**src/design/wdt_pkg.sv**
```systemverilog
package wdt_pkg;

    // ----------------------------------------------------------------
    // register map (byte addresses on the APB)
    // ----------------------------------------------------------------
    localparam logic [7:0] OFS_RESET_CTRL = 8'h00;
    localparam logic [7:0] OFS_CONFIG = 8'h04;
    localparam logic [7:0] OFS_STATUS = 8'h08;
    localparam logic [7:0] OFS_MASK = 8'h0C;
    localparam logic [7:0] OFS_COUNT = 8'h10;
    localparam logic [7:0] OFS_CLEAR = 8'h14;

    // ----------------------------------------------------------------
    // field positions
    // ----------------------------------------------------------------
    localparam int BIT_SOFT_EN = 5;
    localparam int BIT_TO_FLAG = 4;
    localparam int BIT_FIXED_EN = 7;
    localparam int BIT_WIN_DIS = 6;
    localparam int BIT_PRE_SEL = 4;
    localparam int BIT_CLEAR_CMD = 0;

    // ----------------------------------------------------------------
    // divider figures: period = n1 * n2 * tick * 16
    // ----------------------------------------------------------------
    localparam logic [4:0] LOG2_PRE_LOW = 5'h05;
    localparam logic [4:0] LOG2_PRE_HIGH = 5'h07;
    localparam logic [4:0] LOG2_FIXED16 = 5'h04;
    localparam int SLOW_CLK_NOMINAL_KHZ = 512;

    // ----------------------------------------------------------------
    // reset values
    // ----------------------------------------------------------------
    localparam logic [7:0] CONFIG_RESET = 8'hDF;
    localparam logic [1:0] EVT_RESET = 2'h0;

    // configuration word, erased state is all ones
    typedef struct packed {
        logic fixed_watchdog_enable;
        logic window_disable;
        logic prescale_select;
        logic [3:0] postscale_select;
    } wdt_cfg_t;

    // sticky events, also the layout of the mask
    typedef struct packed {
        logic early_clear;
        logic timeout;
    } wdt_evt_t;

    typedef enum logic [1:0] {
        ST_OFF = 2'b00,
        ST_RUN = 2'b01
    } wdt_state_t;

endpackage

```
**src/design/windowed_watchdog_timer.sv**
```systemverilog
// The implementer's own choices: the register addresses and register access over APB.
`timescale 1ns/1ps
module windowed_watchdog_timer
    import wdt_pkg::*;
#(
    parameter int CNT_W = 26
) (
    input wire logic clk,
    input wire logic arst_n,
    input wire logic ce,
    input wire logic low_power_rc_clock,
    input wire logic power_save_instruction,
    input wire logic in_power_save,
    input wire logic clock_switch_done,
    input wire logic sys_reset_in,
    input wire logic psel,
    input wire logic penable,
    input wire logic pwrite,
    input wire logic [7:0] paddr,
    input wire logic [31:0] pwdata,
    output logic [31:0] prdata,
    output logic pready,
    output logic pslverr,
    output logic device_reset_req,
    output logic wake_req,
    output logic slow_clock_run,
    output logic irq
);

    // ----------------------------------------------------------------
    // reset release and clock sampling
    // ----------------------------------------------------------------
    logic rst_meta_r, rst_n;
    logic slow_meta_r, slow_sync_r, slow_prev_r;
    logic tick;

    // release is synchronous so no flop sees a partial reset edge
    always_ff @(posedge clk or negedge arst_n) begin
        if (!arst_n) begin
            rst_meta_r <= 1'b0;
            rst_n <= 1'b0;
        end else begin
            rst_meta_r <= 1'b1;
            rst_n <= rst_meta_r;
        end
    end

    // the slow clock is a pin, so it passes two flops first
    always_ff @(posedge clk or negedge rst_n) begin
        if (!rst_n) begin
            slow_meta_r <= 1'b0;
            slow_sync_r <= 1'b0;
            slow_prev_r <= 1'b0;
        end else if (ce) begin
            slow_meta_r <= low_power_rc_clock;
            slow_sync_r <= slow_meta_r;
            slow_prev_r <= slow_sync_r;
        end
    end

    assign tick = slow_sync_r & ~slow_prev_r;

    // ----------------------------------------------------------------
    // decoding helpers
    // ----------------------------------------------------------------
    // log2 of the whole period in slow ticks
    function automatic logic [4:0] period_log2(input wdt_cfg_t c);
        logic [4:0] pre;
        pre = c.prescale_select ? LOG2_PRE_HIGH : LOG2_PRE_LOW;
        return pre + LOG2_FIXED16 + {1'b0, c.postscale_select};
    endfunction

    function automatic logic hit(input logic [7:0] a, input logic [7:0] o);
        return a == o;
    endfunction

    // ----------------------------------------------------------------
    // state
    // ----------------------------------------------------------------
    wdt_state_t state_r, state_nxt;
    wdt_cfg_t cfg_r, cfg_nxt;
    wdt_evt_t stat_r, stat_nxt, mask_r, mask_nxt;
    logic [CNT_W-1:0] cnt_r, cnt_nxt, limit, win_start;
    logic soft_r, soft_nxt, flag_r, flag_nxt;
    logic rst_req_r, rst_req_nxt, wake_r, wake_nxt;
    logic irq_r, irq_nxt, run_r, run_nxt;
    logic [31:0] rdata_r, rdata_nxt;
    logic rdy_r, rdy_nxt, err_r, err_nxt;
    logic acc, wr, rd, mapped, clr_cmd;
    logic overflow, win_open, early, accepted;
    logic dev_reset;

    // ----------------------------------------------------------------
    // bus decode
    // ----------------------------------------------------------------
    // one wait state: data and ready come from flops
    assign acc = psel & penable & rdy_r;
    assign wr = acc & pwrite;
    assign rd = acc & ~pwrite;
    assign mapped = hit(paddr, OFS_RESET_CTRL) | hit(paddr, OFS_CONFIG)
        | hit(paddr, OFS_STATUS) | hit(paddr, OFS_MASK)
        | hit(paddr, OFS_COUNT) | hit(paddr, OFS_CLEAR);
    assign clr_cmd = wr & hit(paddr, OFS_CLEAR) & pwdata[BIT_CLEAR_CMD];

    // ----------------------------------------------------------------
    // period and window thresholds
    // ----------------------------------------------------------------
    // ratio two to code
    assign limit = ~({CNT_W{1'b1}} << period_log2(cfg_r));
    assign win_start = limit - (limit >> 2);
    assign win_open = cnt_r >= win_start;
    assign overflow = (state_r == ST_RUN) & tick & (cnt_r >= limit);
    assign early = clr_cmd & (state_r == ST_RUN) & ~cfg_r.window_disable
        & ~win_open;
    assign accepted = clr_cmd & ~early;
    // own reset request or one from elsewhere counts as a device reset
    assign dev_reset = sys_reset_in | rst_req_r;

    // ----------------------------------------------------------------
    // next state
    // ----------------------------------------------------------------
    always_comb begin
        state_nxt = state_r;
        cfg_nxt = cfg_r;
        mask_nxt = mask_r;
        stat_nxt = stat_r;
        soft_nxt = soft_r;
        flag_nxt = flag_r;
        cnt_nxt = cnt_r;
        rst_req_nxt = 1'b0;
        wake_nxt = 1'b0;
        // register writes
        if (wr) begin
            if (hit(paddr, OFS_RESET_CTRL)) begin
                soft_nxt = pwdata[BIT_SOFT_EN];
                if (!pwdata[BIT_TO_FLAG]) begin
                    flag_nxt = 1'b0;
                end
            end
            if (hit(paddr, OFS_CONFIG)) begin
                cfg_nxt = {pwdata[BIT_FIXED_EN], pwdata[BIT_WIN_DIS],
                           pwdata[BIT_PRE_SEL], pwdata[3:0]};
            end
            if (hit(paddr, OFS_MASK)) begin
                mask_nxt = pwdata[1:0];
            end
        end
        // status clears on read; new events below win
        if (rd && hit(paddr, OFS_STATUS)) begin
            stat_nxt = EVT_RESET;
        end
        if (dev_reset) begin
            soft_nxt = 1'b0;
        end
        if (cfg_r.fixed_watchdog_enable || soft_r) begin
            state_nxt = ST_RUN;
        end else begin
            state_nxt = ST_OFF;
        end
        if (state_r == ST_RUN && tick) begin
            cnt_nxt = cnt_r + 1'b1;
        end
        if (dev_reset || power_save_instruction || clock_switch_done
            || accepted || state_r != ST_RUN || overflow || early) begin
            cnt_nxt = '0;
        end
        if (overflow) begin
            if (in_power_save) begin
                wake_nxt = 1'b1;
            end else begin
                rst_req_nxt = 1'b1;
            end
        end
        if (early) begin
            rst_req_nxt = 1'b1;
            stat_nxt.early_clear = 1'b1;
        end
        // flag set wins over software clear
        if (overflow) begin
            flag_nxt = 1'b1;
            stat_nxt.timeout = 1'b1;
        end
        irq_nxt = |(stat_nxt & mask_nxt);
        run_nxt = (state_nxt == ST_RUN);
    end

    // ----------------------------------------------------------------
    // bus answer
    // ----------------------------------------------------------------
    always_comb begin
        rdata_nxt = rdata_r;
        rdy_nxt = 1'b0;
        err_nxt = 1'b0;
        if (psel && penable && !rdy_r) begin
            rdy_nxt = 1'b1;
            err_nxt = ~mapped;
            rdata_nxt = '0;
            if (hit(paddr, OFS_RESET_CTRL)) begin
                rdata_nxt[BIT_SOFT_EN] = soft_r;
                rdata_nxt[BIT_TO_FLAG] = flag_r;
            end
            if (hit(paddr, OFS_CONFIG)) begin
                rdata_nxt[BIT_FIXED_EN] = cfg_r.fixed_watchdog_enable;
                rdata_nxt[BIT_WIN_DIS] = cfg_r.window_disable;
                rdata_nxt[BIT_PRE_SEL] = cfg_r.prescale_select;
                rdata_nxt[3:0] = cfg_r.postscale_select;
            end
            if (hit(paddr, OFS_STATUS)) begin
                rdata_nxt[1:0] = stat_r;
            end
            if (hit(paddr, OFS_MASK)) begin
                rdata_nxt[1:0] = mask_r;
            end
            if (hit(paddr, OFS_COUNT)) begin
                rdata_nxt[CNT_W-1:0] = cnt_r;
            end
        end
    end

    // ----------------------------------------------------------------
    // registers
    // ----------------------------------------------------------------
    // flag survives device resets; only power-on or a write of zero to its bit clears it
    always_ff @(posedge clk or negedge rst_n) begin
        if (!rst_n) begin
            state_r <= ST_OFF;
            cfg_r <= wdt_cfg_t'({CONFIG_RESET[7:6], CONFIG_RESET[4:0]});
            stat_r <= EVT_RESET;
            mask_r <= EVT_RESET;
            soft_r <= 1'b0;
            flag_r <= 1'b0;
            cnt_r <= '0;
            rst_req_r <= 1'b0;
            wake_r <= 1'b0;
            irq_r <= 1'b0;
            run_r <= 1'b0;
            rdata_r <= '0;
            rdy_r <= 1'b0;
            err_r <= 1'b0;
        end else if (ce) begin
            state_r <= state_nxt;
            cfg_r <= cfg_nxt;
            stat_r <= stat_nxt;
            mask_r <= mask_nxt;
            soft_r <= soft_nxt;
            flag_r <= flag_nxt;
            cnt_r <= cnt_nxt;
            rst_req_r <= rst_req_nxt;
            wake_r <= wake_nxt;
            irq_r <= irq_nxt;
            run_r <= run_nxt;
            rdata_r <= rdata_nxt;
            rdy_r <= rdy_nxt;
            err_r <= err_nxt;
        end
    end

    assign prdata = rdata_r;
    assign pready = rdy_r;
    assign pslverr = err_r;
    assign device_reset_req = rst_req_r;
    assign wake_req = wake_r;
    assign slow_clock_run = run_r;
    assign irq = irq_r;
endmodule

```
**config.mk**
```make
export PLATFORM = sky130hd
export DESIGN_NAME = windowed_watchdog_timer
export DESIGN_NICKNAME = d
export VERILOG_FILES = /design/src/design/wdt_pkg.sv /design/src/design/windowed_watchdog_timer.sv
export SDC_FILE = /design/constraint.sdc
export NUM_CORES = 1
export LEC_CHECK = 0
export BUFFER_PORTS_ARGS = -buffer_cell sky130_fd_sc_hd__buf_2
export CORE_ASPECT_RATIO = 1.1
export CORE_UTILIZATION = 59
export DETAILED_ROUTE_END_ITERATION = 16
export GPL_TIMING_DRIVEN = 0
export PLACE_DENSITY_LB_ADDON = 0.1
export SYNTH_ARGS = -nofsm -noshare
export SYNTH_HDL_FRONTEND = slang
export SYNTH_SLANG_ARGS = --single-unit
```
**constraint.sdc**
```tcl
create_clock -name clk -period 2.7 [get_ports clk]
set_input_delay 0.27 -clock clk [delete_from_list [all_inputs] [get_ports clk]]
set_output_delay 0.27 -clock clk [all_outputs]
set_load 0.05 [all_outputs]
```
==> impl_metrics.ini, run 1 <==
[run_status]
run_status = finished, violations left
violations = negative setup slack

[placed_design]
numPortBuffers = 56
hpwl_um = 12370
gp_congestion = 0.9086
place_area_um2 = 6750

[sta]
slew_viol_final = 0
final-setup-viol-count = 32
clock_skew_ps = 11.78
tightest_slew_ps = 1071
hold_ws_ps = 148.4
hold_viol = 0
period_needed_ps = 4915
setup_ws_ps = -2215
slew_headroom_pct = 27.99
fin_crit_sh_pct = 182.0
rsz0062_at_grt = yes
fmax_mhz = 203.4

[worst_setup_path]
path_max_fanout = 6
path_class = reg2reg
end_kind = register
crit_buf_inv = 4
arrival_ps = 5200
path_delay_family = compound AO/OA/AOI/OAI gates
critPathMaxStageDelay_ps = 450
critPathSlowestCell = or3b_4
r2r_start = cfg_r[0]
critical_path_required_ps = 2990
reg2reg_slack_ps = -2220
r2r-end = irq
rr_worst_depth = 25
startpoint_type = register

[flow_run]
cap_viol_max_count = 0

[synth]
yosysMostFrequentCell = nand2_1
netlist_area_um2 = 6108
synth_top_area_share_pct = 28.27
ys_async_sr_fraction_pct = 100.0
syn_inst = 720
ys_seq_area_share_pct = 31.28
synth_area_leader_cell = dfrtp_1
synthTopCellsByCount = nand2_1 (102), dfrtp_1 (69), ha_1 (68), o21ai_0 (63), nor2_1 (62)
ys_ff_latch = 76
yosys_most_used_dff = dfrtp_1
avgSynthCellArea_um2 = 8.484
synth_edf_count = 0
synth_area_leaders = dfrtp_1 (28%), ha_1 (14%), nand2_1 (6.3%)
yosys.cell_types.count = 71
yosys_warnings = 0

[grt]
met2_usage_pct = 58.34
grt.busiest_layer = met2
grtUsageMet1_pct = 38.41
grt-ovfl-total = 0
grtUsageMet3_pct = 5.705
grt_start_max_net_pins = 63
antenna_found_initial = 0
grt_pass1_wl_um = 27560
grt_usage_pct = 32.11
grt_pass1_vias = 5902

[final_layout]
antenna_cells = 0
final_nets = 966
area_growth_pct = 26.96
multi_input_area_um2 = 4518
drive_gt1_share_pct = 28.00
final_area_um2 = 7755
num-fill-cells = 697
regArea_um2 = 1914

[pwr]
intPower_mw = 1.859
clkPwrFrac_pct = 39.5
power.density_nw_per_um2 = 320.9
swShare_pct = 25.28
combPwrFrac_pct = 13.6
p_leak_nw = 3.719
max-vdd-ir-drop_mv = 0.3382
seq_power_share_pct = 46.9
p_sw_mw = 0.6292

[min_path]
hp-start = pwdata[6]
min_path_cells = 2
hold_class = in2reg
holdPathEnd = cfg_r[5]

[clocking]
clockRootBuffer = clkbuf_8
clk_pin_slew_worst_paths_ps = 70
cts_buffers = 9
clk_path_buf_depth = 2
cts_tree = done
clkLatencyLatePin_ps = 350
cts_sinks = 76
cts.htree.levels = 3

[floorplan]
coreArea_um2 = 9985
dieWidth_um = 99.02
initial_core_util_pct = 61.18
die_h_um = 108.7
dieArea_um2 = 10760
ios = 89
fp-row-count = 38

[route]
drt_first_pass_iters = 6
avgViaCountPerCell = 6.207
num_vias = 6021
ant_nets = 0
drt_iter0_markers = 511
drc = 0
wirelength_um = 17200
avgRoutedWirePerCell_um = 17.73
[how the worst max path moves through the flow]
stage,start,end,slack [ps],depth (start not counted)
2_1_floorplan,cfg_r[4],irq,-1750,21
3_3_place_gp,cfg_r[2],irq,-2730,22
3_5_place_dp,cfg_r[2],irq,-2870,22
4_1_cts,cfg_r[1],irq,-2330,24
5_1_grt,cfg_r[0],irq,-2420,25
6_report,cfg_r[0],irq,-2220,25
[routing by layer]
layer | vias to the layer above | share of wire (%)
met4 | 0 | 2.1
li1 | 2797 | -
met3 | 45 | 5.5
met5 | - | 0
met1 | 2963 | 40
met2 | 216 | 52
[cells by family after synthesis]
group	share of synthesized area, %
and+or+nand+nor	20.85
AOI/OAI and AO/OA	19.23
DFF	31.28
adders and majority gates	14.58
buffers and inverters	4.445
xor gates and xnor gates	6.432
muxes	3.052
other	0.1229
[stage by stage]
step | instances | setup TNS [ps] | total power [mW] | util [%] | worst slack [ps]
6_report | 970 | -48620 | 2.488 | 77.67 | -2215
5_1_grt | 970 | -53760 | 2.576 | 77.67 | -2415
4_1_cts | 966 | -43160 | 2.478 | 75.44 | -2326
3_5_place_dp | 913 | -52220 | 1.471 | 67.61 | -2866
3_3_place_gp | 912 | -69610 | 1.455 | 67.29 | -2729
2_1_floorplan | 736 | -29530 | 1.387 | - | -1748
[worst register-to-register path: cells and delay by family (launching register included)]
| family | cells | cell delay [ps] |
|---|---|---|
| adders and majority gates | 3 | 900 |
| buffers and inverters | 4 | 500 |
| AOI/OAI and AO/OA | 10 | 1770 |
| and+or+nand+nor | 8 | 1290 |
| DFF | 1 | 410 |
[power by group through the flow]
stage               sequential [mW]  clock (mW)  combinational [mW]
floorplan                      1.21           0               0.174
global placement               1.20           0               0.250
detailed placement             1.19           0               0.282
CTS                            1.17       0.998               0.314
global route                   1.17        1.04               0.370
finish                         1.17       0.984               0.338
[layout make-up]
type / count / share of cell area (%)
clock inverter: 3 / 0.8874
clock buffer: 13 / 2.049
timing repair buffer: 98 / 8.309
inverter: 35 / 1.726
tap: 120 / 1.936
buffer: 29 / 2.146
sequential: 76 / 24.69
multi-input combinational: 596 / 58.26
[sequential cells by signal, indices dropped and copies added (netlist names), 2 cells and up]
register	flops
cnt_r	26
prdata	26
cfg_r	7
mask_r	2
stat_r	2
[cell usage in the layout, fill, tap and decap left out, types with 5 or more instances in the layout]
cell,count
nand2_1,97
dfrtp_1,68
ha_1,61
buf_2,57
nor2_1,56
o21ai_0,42
buf_4,39
inv_1,31
xor2_1,25
a21oi_1,24
nand3_1,23
a21o_1,21
conb_1,18
clkbuf_1,17
xnor2_1,16
nand4_1,13
mux2_2,13
a21oi_2,12
clkbuf_8,12
o21ai_1,11
o21ai_2,10
buf_6,8
or3_1,8
and3_1,8
ha_4,7
dfstp_2,7
nor3_1,6
a22oi_1,6
nand2_2,5
nand2b_1,5
and2_1,5
a221oi_1,5
[timing repair]
action / CTS / global route
gates cloned: 1 / 0
endpoints found under the hold margin: 2 / 0
setup endpoints to repair: 32 / 32
buffers inserted: 35 / 4
pin swaps: 30 / 24
resized for setup: 65 / 44
hold buffers: 1 / 0
No activity file was read; power rests on OpenSTA's default activity.
==> run 2: changes to the inputs <==
--- a/config.mk
+++ b/config.mk
@@ -7,4 +7,5 @@
 export LEC_CHECK = 0
 export BUFFER_PORTS_ARGS = -buffer_cell sky130_fd_sc_hd__buf_2
+export CAP_MARGIN = 5
 export CORE_ASPECT_RATIO = 1.1
 export CORE_UTILIZATION = 59
==> constraint.sdc (replaced) <==
create_clock -name clk -period 2.7 [get_ports clk]
set_input_delay 0.135 -clock clk [delete_from_list [all_inputs] [get_ports clk]]
set_output_delay 0.135 -clock clk [all_outputs]
set_load 0.05 [all_outputs]
==> impl_metrics.ini, run 2 (synthesis gave the netlist of run 1 again) <==
[placed_design]
gp_congestion = 0.9086
place_inst = 914
numPortBuffers = 56
place_area_um2 = 6755
place_worst_setup_slack_ps = -2850
hpwl_um = 12330

[clocking]
clkLatencyLatePin_ps = 360
cts_tree = done
clk_pin_slew_worst_paths_ps = 70
clockRootBuffer = clkbuf_8
cts_sinks = 76
clk_path_buf_depth = 2
cts.htree.levels = 3
cts_buffers = 9

[worst_setup_path]
path_delay_family = compound AO/OA/AOI/OAI gates
critPathMaxStageDelay_ps = 610
arrival_ps = 5150
end_kind = register
crit_buf_inv = 2
critical_path_required_ps = 2940
cp_cell_sequence = ha_4 > a21o_4 > nand2_1 > inv_1 > o21ai_2 > inv_1 > ha_1 > a211o_1 > a21oi_1 > nand3b_4 > a311oi_4 > a21oi_2 > xnor2_1 > ha_1 > o21ai_2 > a21oi_2 > nor3_4 > o2111ai_4 > a221oi_2 > a211o_1
path_max_fanout = 7
startpoint_type = register
path_class = reg2reg
critPathSlowestCell = dfstp_2

[grt]
grt_usage_pct = 32.12
grt-ovfl-total = 0
grt_pass1_wl_um = 27390
grt_start_max_net_pins = 63
grt_pass1_vias = 5866
antenna_found_initial = 0

[floorplan]
fp-row-count = 38
initial_core_util_pct = 61.18
coreArea_um2 = 9985
die_h_um = 108.7
ios = 89
dieWidth_um = 99.02
dieArea_um2 = 10760

[sta]
setup-tns-final_ps = -42150
final-setup-viol-count = 32
clock_skew_ps = 8.967
tightest_slew_ps = 1133
slew_headroom_pct = 22.53
fmax_mhz = 203.6
slew_viol_final = 0
fin_crit_sh_pct = 181.9
rsz0062_at_grt = yes
setup_ws_ps = -2212
period_needed_ps = 4912
hold_viol = 0

[pwr]
clkPwrFrac_pct = 38.8
power.density_nw_per_um2 = 315.6
intPower_mw = 1.829
p_leak_nw = 3.730
seq_power_share_pct = 47.5
max-vdd-ir-drop_mv = 0.3416
p_sw_mw = 0.6278
combPwrFrac_pct = 13.7
swShare_pct = 25.55

[final_layout]
final_nets = 969
stdcell_count = 973
area_growth_pct = 27.47
num-fill-cells = 693
final_common_cell = nand2_1
antenna_cells = 0
final_cell_mix = nand2_1 (96), dfrtp_1 (68), buf_2 (59), ha_1 (59), nor2_1 (56)
utilization_pct = 77.98
final_area_um2 = 7786
drive_gt1_share_pct = 28.49

[route]
avgViaCountPerCell = 6.146
drc = 0
drt_iter0_markers = 438
avgRoutedWirePerCell_um = 17.72
drt_first_pass_iters = 5
num_vias = 5980
wirelength_um = 17250
ant_nets = 0

[flow_run]
cap_viol_max_count = 0

[min_path]
hold_class = in2reg

[run_status]
violations = negative setup slack
run_status = finished, violations left
==> run 2: worst reg2reg max path, delay by kind of cell (launching register included) <==
family                   cells  cell delay [ps]
AO/OA/AOI/OAI               11             2480
XOR/XNOR                     1              150
adder cells (fa/ha/maj)      3              970
buffers and inverters        2              200
flip-flops                   1              610
AND/OR/NAND/NOR              3              380
==> run 2: layout make-up <==
type | instances | area [um^2] | share of cell area (%)
clock inverter | 4 | 72.57 | 0.9320
sequential | 76 | 1914 | 24.59
tap | 120 | 150.1 | 1.928
clock buffer | 12 | 145.1 | 1.864
buffer | 29 | 162.7 | 2.089
inverter | 35 | 133.9 | 1.719
timing repair buffer | 101 | 659.4 | 8.469
multi-input combinational | 596 | 4548 | 58.41
==> run 2: routing by layer <==
metal / routed length [um] / global-route usage (%) / vias up
li1: - / - / 2812
met1: 6941 / 37.94 / 2915
met2: 9011 / 58.84 / 199
met3: 772 / 5.321 / 54
met4: 520 / 11.73 / 0
met5: 0 / 0 / -
==> run 2: what timing repair did <==
action / CTS / global route
setup buffers: 30 / 11
setup endpoints to repair: 32 / 32
gates cloned: 0 / 0
pin swaps: 34 / 33
resized for setup: 69 / 44
hold buffers: 1 / 1
hold endpoints to repair: 2 / 1
==> run 2: final timing paths <==
check	slack [ps]	cells after the start	end	start
setup / recovery	-2210	20	irq	cfg_r[1]
min in group asynchronous	120	2	rst_n	arst_n
max in group asynchronous	1950	1	cfg_r[4]	rst_n
hold / removal	10	2	cfg_r[3]	pwdata[3]
setup reg to reg	-2210	20	irq	cfg_r[1]
hold reg to reg	170	0	cnt_r[0]	rst_n
==> run 2: per-stage QoR <==
step / hold WS, ps / total power, mW
after CTS: 0.6624 / 2.442
after global placement: -81.55 / 1.455
after detailed placement: -79.34 / 1.470
after global routing: 10.93 / 2.541
after floorplan: -160.6 / 1.387
final: 9.827 / 2.457
==> run 2: power groups by stage <==
| stage | clock [mW] | sequential (mW) | combinational, mW |
|---|---|---|---|
| after floorplan | 0 | 1.21 | 0.174 |
| after global placement | 0 | 1.20 | 0.250 |
| after detailed placement | 0 | 1.19 | 0.282 |
| after CTS | 0.967 | 1.17 | 0.308 |
| after global routing | 1.00 | 1.17 | 0.367 |
| final | 0.953 | 1.17 | 0.337 |
==> run 3: changes to the inputs <==
ABC_AREA = 1   (was default)
CORE_UTILIZATION = 60   (was 59)
SLEW_MARGIN = 20   (was default)
==> impl_metrics.ini, run 3 <==
[run_status]
run_status = finished, violations left
violations = negative hold slack, negative setup slack

[floorplan]
initial_core_util_pct = 62.17
dieArea_um2 = 11890
dieWidth_um = 104.1
die_h_um = 114.3
ios = 89
fp-row-count = 40
coreArea_um2 = 11060

[route]
drt_iter0_markers = 736
drc = 0
wirelength_um = 21940
num_vias = 7566
avgRoutedWirePerCell_um = 17.23
drt_first_pass_iters = 7
ant_nets = 0
avgViaCountPerCell = 5.943

[min_path]
holdPathEnd = device_reset_req
hold_class = in2reg
min_path_cells = 2
hp-start = in_power_save

[clocking]
cts_buffers = 9
clk_path_buf_depth = 2
cts_sinks = 76
clk_pin_slew_worst_paths_ps = 60
cts.htree.levels = 3
cts_tree = done
clkLatencyLatePin_ps = 330
clockRootBuffer = clkbuf_16

[sta]
setup-tns-final_ps = -26430
period_needed_ps = 4451
tightest_slew_ps = 840.4
slew_viol_final = 0
hold_ws_ps = -0.1437
final-setup-viol-count = 32
setup_ws_ps = -1751
fmax_mhz = 224.7
slew_headroom_pct = 43.54
fin_crit_sh_pct = 164.9
clock_skew_ps = 5.102
hold_viol = 1
rsz0062_at_grt = yes

[placed_design]
place_area_um2 = 7659
gp_congestion = 1.042
numPortBuffers = 57
hpwl_um = 15270

[synth]
synth_area_leaders = dfrtp_1 (25%), nand2_1 (13%), ha_1 (12%)
synthTopCellsByCount = nand2_1 (234), inv_1 (116), nor2_1 (95), dfrtp_1 (69), ha_1 (68)
avgSynthCellArea_um2 = 7.010
ys_seq_area_share_pct = 27.78
yosys_most_used_dff = dfrtp_1
synth_top_area_share_pct = 25.11
netlist_area_um2 = 6877
ys_async_sr_fraction_pct = 100.0
yosysMostFrequentCell = nand2_1
ys_ff_latch = 76
yosys.cell_types.count = 51
synth_area_leader_cell = dfrtp_1
syn_inst = 981
synth_edf_count = 0
yosys_warnings = 0

[pwr]
power.density_nw_per_um2 = 333.1
p_leak_nw = 4.538
max-vdd-ir-drop_mv = 0.4746
power_mw = 2.991

[worst_setup_path]
path_delay_family = simple AND/OR/NAND/NOR gates
startpoint = cfg_r[0]
rr_worst_depth = 25
path_max_fanout = 6
critPathMaxStageDelay_ps = 420
worst_path_most_repeated_cell = buf_6
arrival_ps = 4670
critical_path_required_ps = 2920
path_class = reg2reg
r2r-end = irq
reg2reg_slack_ps = -1750
crit_buf_inv = 6
end_kind = register
startpoint_type = register
r2r_start = cfg_r[0]
critPathSlowestCell = fa_2

[final_layout]
antenna_cells = 0
final_area_um2 = 8977
final_common_cell = nand2_1
drive_gt1_share_pct = 27.89
area_growth_pct = 30.55
final_nets = 1242
final_cell_mix = nand2_1 (213), inv_1 (97), nor2_1 (73), dfrtp_1 (68), buf_2 (58)

[grt]
grt_start_max_net_pins = 40
grt_usage_pct = 35.94
grt_pass1_wl_um = 33670
grt-ovfl-total = 0
antenna_found_initial = 0
grt_pass1_vias = 7013

[flow_run]
cap_viol_max_count = 0
run 3: report_power, final:
group | switching, mW | internal (mW) | total, mW
clock network | 0.489 | 0.839 | 1.33
logic | 0.308 | 0.151 | 0.459
registers | 0.0290 | 1.17 | 1.20
total | 0.826 | 2.16 | 2.99
run 3: metrics by stage:
step | utilization, % | setup slack, ps | std cells
3_5_place_dp | 69.24 | -2089 | 1202
2_1_floorplan | - | -1029 | 997
4_1_cts | 78.46 | -1591 | 1266
5_1_grt | 81.17 | -1964 | 1273
6_report | 81.17 | -1751 | 1273
3_3_place_gp | 69.03 | -2040 | 1201
run 3: what timing repair did:
action / in CTS / in global routing
pin swaps: 38 / 48
gates resized for setup: 75 / 67
endpoints found under the setup margin: 32 / 32
hold buffers: 1 / 0
gates cloned: 2 / 0
setup buffers: 45 / 7
hold endpoints to repair: 2 / 0
run 3: how the worst max path moves through the flow:
stage,to,slack [ps],depth (start not counted)
finish,irq,-1750,25
global route,irq,-1960,25
CTS,irq,-1590,34
detailed placement,irq,-2090,34
global placement,irq,-2040,34
floorplan,irq,-1030,27
run 3: metal layers:
metal	GRT usage (%)	wire [um]	vias to the layer above	share of wire, %
met5	0	0	-	0
met4	14.76	962	0	4.4
met3	8.480	1951	103	8.9
met2	60.40	10370	424	47
met1	44.70	8652	3503	39
li1	-	-	3536	-
run 3: worst reg2reg max path, delay by kind of cell, from the launching register on:
family,cells,cell delay [ps]
AOI/OAI and AO/OA,6,850
xor gates and xnor gates,1,190
adders and majority gates,3,1020
buffers and inverters,6,830
DFF,1,380
and+or+nand+nor,9,1090
run 3: logic make-up (layout without fill, tap and decap cells):
logic type	Yosys count	count (layout)	share of synthesized area, %
compound gates	157	157	13.25
xor+xnor	37	37	4.713
fa+ha+maj	70	70	12.95
buf+inv	152	280	8.843
flops	76	76	27.78
mux	4	4	0.6550
other cells	2	18	0.1092
simple gates	483	484	31.70
run 3: layout make-up:
| type | instances | area, um^2 |
|---|---|---|
| clock inverter | 5 | 83.83 |
| sequential | 76 | 1914 |
| tap | 147 | 183.9 |
| clock buffer | 11 | 242.7 |
| buffer | 26 | 136.4 |
| timing repair buffer | 112 | 747.0 |
| fill | 725 | 2083 |
| inverter | 126 | 493.0 |
| multi-input combinational | 770 | 5176 |
